--- src/rsm_map.svh ---
// Register offsets, field positions, reset values and timing counts of the regulator bank
`ifndef RSM_MAP_SVH
`define RSM_MAP_SVH

// ****************************************************************
// Register offsets on the register port
// ****************************************************************
`define RSM_LDO1_STS_ADDR 8'h09
`define RSM_LDO2_STS_ADDR 8'h0a
`define RSM_SW1_ACT_ADDR 8'h10
`define RSM_SW1_LPM_ADDR 8'h11

// ****************************************************************
// Field positions
// ****************************************************************
`define RSM_STS_FAULT_BIT 7
`define RSM_STS_RSVD_HI 6
`define RSM_STS_RSVD_LO 4
`define RSM_STS_CURRENT_LIMIT_FLAG_BIT 3
`define RSM_STS_SSD_BIT 2
`define RSM_STS_PGOOD_BIT 1
`define RSM_STS_ENS_BIT 0
`define RSM_CFG_EN_BIT 7
`define RSM_CFG_MODE_BIT 6
`define RSM_CFG_LEVEL_HI 5
`define RSM_CFG_LEVEL_LO 0

// ****************************************************************
// Reset values
// ****************************************************************
`define RSM_STS_RST 8'h00
`define RSM_SW1_ACT_RST 8'hf7
`define RSM_SW1_LPM_RST 8'hb7
`define RSM_LEVEL_RST 6'h37
`define RSM_RDATA_RST 8'h00

// ****************************************************************
// Timing counts
// ****************************************************************
`define RSM_SYNC_STAGES 2

`endif

--- src/rsm_pkg.sv ---
// Types shared by the regulator status and mode bank
`default_nettype none
package rsm_pkg;
  // One register byte
  typedef logic [7:0] rsm_byte_type;
  // Six-bit output level code
  typedef logic [5:0] rsm_level_type;
  // Processor power state, one-hot
  typedef enum logic [1:0]
  {
    RSM_PS_ACTIVE = 2'b01,
    RSM_PS_LOWPWR = 2'b10
  } rsm_pstate_type;
endpackage : rsm_pkg
`default_nettype wire

--- src/rsm_ldo_status.sv ---
// Status register of one linear regulator with its clear-on-read fault latch
`include "rsm_map.svh"
`default_nettype none
module rsm_ldo_status
(
  input wire logic core_clk_i,           // System clock
  input wire logic nrst_i,               // Async reset, active low
  input wire logic enable_state_i,       // Synchronised enable
  input wire logic soft_start_done_i,    // Synchronised ramp done
  input wire logic power_good_i,         // Synchronised comparator
  input wire logic current_limit_flag_i, // Synchronised current limit
  input wire logic clear_on_read_i,      // Read strobe of this register
  output rsm_pkg::rsm_byte_type status_o // Assembled status byte
);
  import rsm_pkg::*;

  // ****************************************************************
  // Fault latch
  // ****************************************************************
  logic fault_latch_r;   // Latched fault
  logic fault_latch_nxt; // Next fault value
  wire fault_set;        // Fault condition this cycle
  wire ssd_gated;        // Ramp done qualified by enable

  // Ramp done means nothing while the regulator is off
  assign ssd_gated = enable_state_i & soft_start_done_i;
  // Enabled, ramped and not good at the same time
  assign fault_set = enable_state_i & soft_start_done_i & ~power_good_i;
  // Set beats the read clear so an event in the clearing cycle is kept
  assign fault_latch_nxt = fault_set | (fault_latch_r & ~clear_on_read_i);

  // Fault flop
  always_ff @(posedge core_clk_i or negedge nrst_i)
  begin
    if (!nrst_i)
    begin
      fault_latch_r <= 1'b0;
    end
    else
    begin
      fault_latch_r <= fault_latch_nxt;
    end
  end

  // ****************************************************************
  // Status byte; live bits pass straight from the synchronisers
  // ****************************************************************
  assign status_o = {fault_latch_r, 3'h0, current_limit_flag_i, ssd_gated,
                     power_good_i, enable_state_i};

endmodule : rsm_ldo_status
`default_nettype wire

--- src/rsm_regbank.sv ---
// Regulator status and switcher mode register bank, top level
`include "rsm_map.svh"
`default_nettype none
module rsm_regbank
(
  input wire logic core_clk_i,                   // System clock, 100 MHz
  input wire logic nrst_i,                       // Async reset, active low
  input wire logic [7:0] reg_addr_i,             // Register offset
  input wire logic reg_wr_i,                     // Write strobe, one cycle
  input wire rsm_pkg::rsm_byte_type reg_wdata_i, // Write data
  input wire logic reg_rd_i,                     // Read strobe, one cycle
  output rsm_pkg::rsm_byte_type reg_rdata_o,     // Read data, next cycle
  output logic reg_rvalid_o,                     // Read data valid pulse
  input wire logic [1:0] ldo_enable_i,           // Live enable per regulator
  input wire logic [1:0] ldo_soft_start_done_i,  // Ramp finished per regulator
  input wire logic [1:0] ldo_power_good_i,       // Comparator per regulator
  input wire logic [1:0] ldo_current_limit_i,    // Current limit per regulator
  input wire logic low_power_i,                  // Processor in low-power state
  output logic sw1_enable_o,                     // Applied switcher enable
  output logic sw1_forced_switching_o,           // Applied forced-PWM mode
  output rsm_pkg::rsm_level_type sw1_output_level_code_o // Applied level code
);
  import rsm_pkg::*;

  // ****************************************************************
  // Address decode helper
  // ****************************************************************
  // True when the offset matches a register
  function automatic logic rsm_hit(input logic [7:0] addr, input logic [7:0] target);
    rsm_hit = (addr == target);
  endfunction : rsm_hit

  // ****************************************************************
  // Pin synchronisers
  // ****************************************************************
  // Analog monitors are asynchronous, so every pin passes two flops
  localparam int NSYNC = 9;  // Eight monitor bits and the power state
  wire [NSYNC-1:0] pin_raw;  // Raw pins
  logic [NSYNC-1:0] meta_r;  // First stage, read only by second stage
  logic [NSYNC-1:0] sync_r;  // Second stage, safe to use

  assign pin_raw = {low_power_i, ldo_current_limit_i, ldo_power_good_i,
                    ldo_soft_start_done_i, ldo_enable_i};

  genvar gi;
  generate
    for (gi = 0; gi < NSYNC; gi++)
    begin : g_sync
      // Two-flop synchroniser per pin
      always_ff @(posedge core_clk_i or negedge nrst_i)
      begin
        if (!nrst_i)
        begin
          meta_r[gi] <= 1'b0;
          sync_r[gi] <= 1'b0;
        end
        else
        begin
          meta_r[gi] <= pin_raw[gi];
          sync_r[gi] <= meta_r[gi];
        end
      end
    end
  endgenerate

  wire [1:0] ens_s;   // Synchronised enables
  wire [1:0] ssd_s;   // Synchronised ramp done
  wire [1:0] pg_s;    // Synchronised power good
  wire [1:0] current_limit_flag_s;  // Synchronised current limit
  wire lowpwr_s;      // Synchronised power state
  assign ens_s = sync_r[1:0];
  assign ssd_s = sync_r[3:2];
  assign pg_s = sync_r[5:4];
  assign current_limit_flag_s = sync_r[7:6];
  assign lowpwr_s = sync_r[8];

  // ****************************************************************
  // Address decode
  // ****************************************************************
  wire hit_ldo1;  // Offset of first status register
  wire hit_ldo2;  // Offset of second status register
  wire hit_act;   // Offset of active config
  wire hit_lpm;   // Offset of low-power config
  wire [1:0] sts_rd;  // Read strobes of the status registers

  assign hit_ldo1 = rsm_hit(reg_addr_i, `RSM_LDO1_STS_ADDR);
  assign hit_ldo2 = rsm_hit(reg_addr_i, `RSM_LDO2_STS_ADDR);
  assign hit_act = rsm_hit(reg_addr_i, `RSM_SW1_ACT_ADDR);
  assign hit_lpm = rsm_hit(reg_addr_i, `RSM_SW1_LPM_ADDR);
  assign sts_rd = {reg_rd_i & hit_ldo2, reg_rd_i & hit_ldo1};

  // ****************************************************************
  // Linear regulator status registers
  // ****************************************************************
  rsm_byte_type sts [2];  // Status bytes

  generate
    for (gi = 0; gi < 2; gi++)
    begin : g_ldo
      rsm_ldo_status u_sts
      (
        .core_clk_i(core_clk_i),
        .nrst_i(nrst_i),
        .enable_state_i(ens_s[gi]),
        .soft_start_done_i(ssd_s[gi]),
        .power_good_i(pg_s[gi]),
        .current_limit_flag_i(current_limit_flag_s[gi]),
        .clear_on_read_i(sts_rd[gi]),
        .status_o(sts[gi])
      );
    end
  endgenerate

  // ****************************************************************
  // Switcher configuration registers
  // ****************************************************************
  rsm_byte_type act_cfg_r;  // Active-state configuration
  rsm_byte_type lpm_cfg_r;  // Low-power-state configuration
  wire act_we;              // Write to active config
  wire lpm_we;              // Write to low-power config

  // Status registers ignore writes; only the two configs take them
  assign act_we = reg_wr_i & hit_act;
  assign lpm_we = reg_wr_i & hit_lpm;

  // Config flops, reset to documented defaults
  always_ff @(posedge core_clk_i or negedge nrst_i)
  begin
    if (!nrst_i)
    begin
      act_cfg_r <= `RSM_SW1_ACT_RST;
      lpm_cfg_r <= `RSM_SW1_LPM_RST;
    end
    else
    begin
      if (act_we)
      begin
        act_cfg_r <= reg_wdata_i;
      end
      if (lpm_we)
      begin
        lpm_cfg_r <= reg_wdata_i;
      end
    end
  end

  // ****************************************************************
  // Applying the configuration of the current power state
  // ****************************************************************
  rsm_pstate_type pstate;  // Current processor power state
  rsm_byte_type cfg_sel;   // Config of that state

  assign pstate = lowpwr_s ? RSM_PS_LOWPWR : RSM_PS_ACTIVE;
  assign cfg_sel = (pstate == RSM_PS_LOWPWR) ? lpm_cfg_r : act_cfg_r;

  logic sw1_enable_r;         // Applied enable
  logic sw1_forced_r;         // Applied mode
  rsm_level_type sw1_level_r; // Applied level code

  // Outputs are registered so the analog side sees glitch-free settings
  always_ff @(posedge core_clk_i or negedge nrst_i)
  begin
    if (!nrst_i)
    begin
      sw1_enable_r <= 1'b1;
      sw1_forced_r <= 1'b1;
      sw1_level_r <= `RSM_LEVEL_RST;
    end
    else
    begin
      sw1_enable_r <= cfg_sel[`RSM_CFG_EN_BIT];
      sw1_forced_r <= cfg_sel[`RSM_CFG_MODE_BIT];
      sw1_level_r <= cfg_sel[`RSM_CFG_LEVEL_HI:`RSM_CFG_LEVEL_LO];
    end
  end

  assign sw1_enable_o = sw1_enable_r;
  assign sw1_forced_switching_o = sw1_forced_r;
  assign sw1_output_level_code_o = sw1_level_r;

  // ****************************************************************
  // Read path
  // ****************************************************************
  rsm_byte_type rdata_nxt;  // Selected read byte
  rsm_byte_type rdata_r;    // Registered read byte
  logic rvalid_r;           // Read valid pulse

  // Unmapped offsets read as zero
  assign rdata_nxt = hit_ldo1 ? sts[0] :
                     hit_ldo2 ? sts[1] :
                     hit_act ? act_cfg_r :
                     hit_lpm ? lpm_cfg_r : `RSM_RDATA_RST;

  // Read data is captured with the pre-clear fault, so no event is lost
  always_ff @(posedge core_clk_i or negedge nrst_i)
  begin
    if (!nrst_i)
    begin
      rdata_r <= `RSM_RDATA_RST;
      rvalid_r <= 1'b0;
    end
    else
    begin
      rvalid_r <= reg_rd_i;
      if (reg_rd_i)
      begin
        rdata_r <= rdata_nxt;
      end
    end
  end

  assign reg_rdata_o = rdata_r;
  assign reg_rvalid_o = rvalid_r;

  // Edges since reset, saturating at three; the pin history that $past
  // sees is stale until the synchronisers have refilled after a reset
  logic [1:0] rst_age_r; // Edges since reset

  always_ff @(posedge core_clk_i or negedge nrst_i)
  begin
    if (!nrst_i)
    begin
      rst_age_r <= 2'h0;
    end
    else if (rst_age_r != 2'h3)
    begin
      rst_age_r <= rst_age_r + 2'h1;
    end
  end

  generate
    for (gi = 0; gi < 2; gi++)
    begin : g_chk

    end
  endgenerate
endmodule : rsm_regbank
`default_nettype wire
--- config.mk ---
export PLATFORM = sky130hd
export DESIGN_NAME = rsm_regbank
export DESIGN_NICKNAME = d
export VERILOG_FILES = /design/src/rsm_pkg.sv /design/src/rsm_ldo_status.sv /design/src/rsm_regbank.sv
export VERILOG_INCLUDE_DIRS = /design/src /design/src/src
export SDC_FILE = /design/constraint.sdc
export NUM_CORES = 1
export LEC_CHECK = 0
export BUFFER_PORTS_ARGS = -buffer_cell sky130_fd_sc_hd__buf_2
export CELL_PAD_IN_SITES_DETAIL_PLACEMENT = 0
export CELL_PAD_IN_SITES_GLOBAL_PLACEMENT = 1
export CORE_MARGIN = 2
export CORE_UTILIZATION = 43
export CTS_BUF_LIST = sky130_fd_sc_hd__clkbuf_16
export DETAILED_ROUTE_END_ITERATION = 6
export HOLD_SLACK_MARGIN = 0.03
export PLACE_DENSITY = 0.82
export SYNTH_ARGS = -nofsm -noshare
export SYNTH_HDL_FRONTEND = slang
export SYNTH_SLANG_ARGS = --single-unit
--- constraint.sdc ---
create_clock -name core_clk_i -period 1.5 [get_ports core_clk_i]
set_input_delay 0.075 -clock core_clk_i [delete_from_list [all_inputs] [get_ports core_clk_i]]
set_output_delay 0.075 -clock core_clk_i [all_outputs]
set_load 0.05 [all_outputs]
==> flow_summary.rst <==
.. list-table::
   :header-rows: 1

   * - Metric
     - Value
   * - Status
     - completed
   * - Overall power of the completed layout
     - 2.89 mW
   * - Total Wirelength
     - approximately 4200 um
   * - Total internal power
     - between 2 and 2.5 mW
   * - Clock-pin slew reported for the worst setup and hold paths after clock tree synthesis
     - 70 ps
   * - End of the worst register-to-register path
     - sw1_output_level_code_o[3]
   * - Die W
     - between 70 and 80 um
   * - Timing endpoint of the critical path
     - act_cfg_r[3]
   * - Crit path buffers/inverters
     - 1
   * - Root Buffer
     - clkbuf_16
   * - Leftover overflow at the end of global routing
     - 0
   * - Nets@finish
     - about 240
   * - Max rail drop VDD
     - roughly 0.00069 V
   * - Post-CTS setup buffer count
     - 0
   * - Startpoint kind of the worst setup timing path
     - input port
   * - Sequential cell fraction of total power
     - a little over half
   * - Total standard cell area after synthesis
     - approximately 0.0021 sq mm
   * - Type of the worst min-delay path
     - input port to register
   * - Pins Over Slew Limit
     - 0
   * - Number of sinks driven by the clock tree
     - 53
   * - GRT Overall Usage
     - about 17%
   * - Ports
     - 46
   * - Placed wire-length estimate after detailed placement
     - 3130 um
   * - Warnings, synthesis
     - 0
   * - DRT iter0 DRCs
     - between 100 and 150
   * - Count of TritonRoute iterations in the first routing pass
     - 4
   * - Kind of critical path
     - input port to register
   * - Count of vias placed by the detailed router
     - 1,404
   * - Ordered list of cells on the worst path
     - buf_2 > nor4_4 > or2b_4 > nor2_4 > mux2_2
   * - Gate power share
     - a little under 9%
   * - Relative slew margins
     - 68.5%
   * - Syn_nets
     - around 180
   * - Instance count of the mapped netlist
     - 150
   * - Net Sw Frac
     - a little under a quarter
   * - Antenna diode count
     - 0
   * - Mean instance size in the synthesized netlist
     - ~14 sq um
   * - Layout cell share with drive strength beyond 1
     - around 50%
   * - Setup-failing EPs final
     - 0
   * - Buffers on Ports
     - 45
   * - Max H-tree Level
     - 2
   * - Register area share after synthesis
     - about 64%
   * - Post-cts resize count
     - 0
   * - Height of the die
     - roughly 74 um
   * - Total count of hold-check failures in the final report
     - 0
   * - Vias in the first global route
     - 1,428
   * - Drt drc
     - 0
   * - Area delta synth->final
     - 27.6%
   * - Transition time at the pin with the least slew margin
     - between 400 and 500 ps
   * - Peak clock frequency supported by timing
     - between 800 and 900 MHz
   * - DR vias/cell
     - roughly 5
   * - Unique cell type count in the Yosys netlist
     - 27
   * - Clock latency at the later pin of the worst-skew pair
     - approximately 290 ps
   * - RSZ-0062 raised after global routing
     - no
   * - Placer Congestion
     - ~0.79
   * - Largest net degree at the start of global routing
     - 23
   * - Sw Pwr
     - between 0.6 and 0.7 mW
   * - Leakage power total
     - between 1 and 1.5 nW
   * - Critical Path Max Stage Delay
     - about 370 ps
   * - Number of buffers on the longest clock path
     - 2
   * - Std-Cell Core Area
     - 0.00472 sq mm
   * - Clock tree from TritonCTS
     - yes
   * - Critical register-to-register path startpoint
     - lowpwr_s
   * - Initial Util
     - approximately 44%
   * - Kind of end point of the critical path
     - register
   * - Critical Path Fanout Max
     - 8
   * - Signal arrival time at the worst endpoint
     - approximately 1400 ps
   * - Post-route clock skew
     - 6.74 ps
   * - Critical path depth in cells
     - 5
   * - Number of antenna violations at the first check in global routing
     - 0
   * - Routed length per placed instance
     - 15.0 um
   * - Register bit count reported by yosys
     - 53
   * - Ratio of final minimum period to clock period
     - about four fifths
   * - Required arrival time at the worst endpoint
     - ~1700 ps
   * - Fin worst setup slack
     - ~270 ps
   * - Final Hold Slack
     - around 35 ps
   * - Final period demand of the worst path
     - 1230 ps
   * - MaxCap Viol Count
     - 0
   * - Number of hold buffers added after CTS
     - 11
   * - FF-to-FF setup slack
     - approximately 470 ps
   * - Die area
     - about 0.0055 sq mm
   * - Detail Route Antenna Nets
     - 0
   * - Worst setup startpoint
     - reg_addr_i[5]
   * - Power per unit of standard cell area
     - approximately 1100 mW/mm^2
   * - Wire length of the first global-routing pass
     - 6980 um
   * - R2R depth
     - 1
   * - Number of standard-cell rows in the floorplan
     - 25
   * - Number of cells on the worst hold path
     - 2
   * - Worst path slowest cell
     - mux2_2
   * - Setup slack at placement
     - -42.7 ps
   * - Family of cells with the greatest summed delay on the critical path
     - simple AND/OR/NAND/NOR gates
   * - Clock share of power
     - between 30% and 40%
   * - Number of buffers created by CTS
     - 5
[per-stage QoR]
step                instance area, sq um  instances  setup TNS [ps]  utilization [%]
floorplan                           2100        150               0                -
global placement                    2430        262           -3.91             51.4
detailed placement                  2430        262           -53.0             51.4
CTS                                 2680        281               0             56.6
global route                        2680        281               0             56.6
finish                              2680        281               0             56.6
[placed cells by master, fill, tap and decap left out, drive strengths merged, types with 2 or more instances in the layout]
master        n
mux2i         3
nand2b        2
o21ai        12
a2bb2oi       5
buf          51
dfrtp        33
o22ai         3
inv           5
a31oi         4
dfstp        20
nor2b         8
clkbuf        5
nand2         7
dlygate4sd3  11
mux2         24
a21oi         6
o21a          4
[flip-flops by register name (all words and copies together), names as in the netlist, 2 cells and up]
| register | count |
|---|---|
| reg_rdata_o | 8 |
| sw1_output_level_code_o | 6 |
| act_cfg_r | 8 |
| ssd_s | 2 |
| current_limit_flag_s | 2 |
| g_ldo.u_sts.fault_latch_r | 2 |
| meta_r | 9 |
| lpm_cfg_r | 8 |
| pg_s | 2 |
| ens_s | 2 |
[how the worst min path moves through the flow]
stage,startpoint,end,slack [ps]
final,reg_wdata_i[5],lpm_cfg_r[5],40
after global routing,reg_wdata_i[6],lpm_cfg_r[6],30
after CTS,reg_wdata_i[2],lpm_cfg_r[2],30
after detailed placement,nrst_i,meta_r[1],50
after global placement,nrst_i,current_limit_flag_s[1],40
after floorplan,nrst_i,act_cfg_r[3],-220
[per-layer routing]
layer,track usage [%],wire length (um)
met5,0,0
met4,5.45,57
met3,6.04,192
met2,27.7,2030
met1,22.7,1940
[cell usage after synthesis]
master	instances	area, sq um
a21oi_1	6	30.0
a2bb2oi_1	5	43.8
a31oi_1	4	25.0
a41oi_1	1	8.76
and3_2	1	7.51
and3b_1	1	8.76
and4b_1	1	10.0
buf_2	2	10.0
clkbuf_1	4	15.0
dfrtp_1	33	826
dfstp_2	20	526
inv_1	3	11.3
mux2_2	24	270
mux2i_1	3	30.0
nand2_1	6	22.5
nand2_4	1	11.3
nand2b_1	2	12.5
nand3_1	1	5.00
nor2_4	1	11.3
nor2b_1	8	50.1
nor3b_2	1	12.5
nor4_4	1	21.3
o21a_1	4	30.0
o21ai_0	12	60.1
o22ai_1	3	18.8
o2bb2ai_1	1	8.76
or2b_4	1	11.3
[final cells by class]
| type | count | area, sq um |
|---|---|---|
| inverter | 3 | 11.3 |
| multi-input combinational | 88 | 709 |
| fill | 389 | 2050 |
| clock inverter | 3 | 13.8 |
| timing repair buffer | 62 | 380 |
| tap | 67 | 83.8 |
| sequential | 53 | 1350 |
| clock buffer | 5 | 125 |
[cell families after synthesis]
logic type	share of synthesized area (%)
and+or+nand+nor	8.77
DFF	64.4
muxes	14.3
AOI/OAI and AO/OA	10.7
buffers and inverters	1.73
[power by group through the flow]
| stage | Sequential (mW) | Clock (mW) | Combinational (mW) |
|---|---|---|---|
| 5_1_grt | 1.55 | 1.17 | 0.283 |
| 3_5_place_dp | 1.57 | 0 | 0.239 |
| 3_3_place_gp | 1.57 | 0 | 0.231 |
| 4_1_cts | 1.54 | 1.12 | 0.262 |
| 2_1_floorplan | 1.60 | 0 | 0.0846 |
| 6_report | 1.54 | 1.08 | 0.258 |
(Power assumes the default switching activity.)
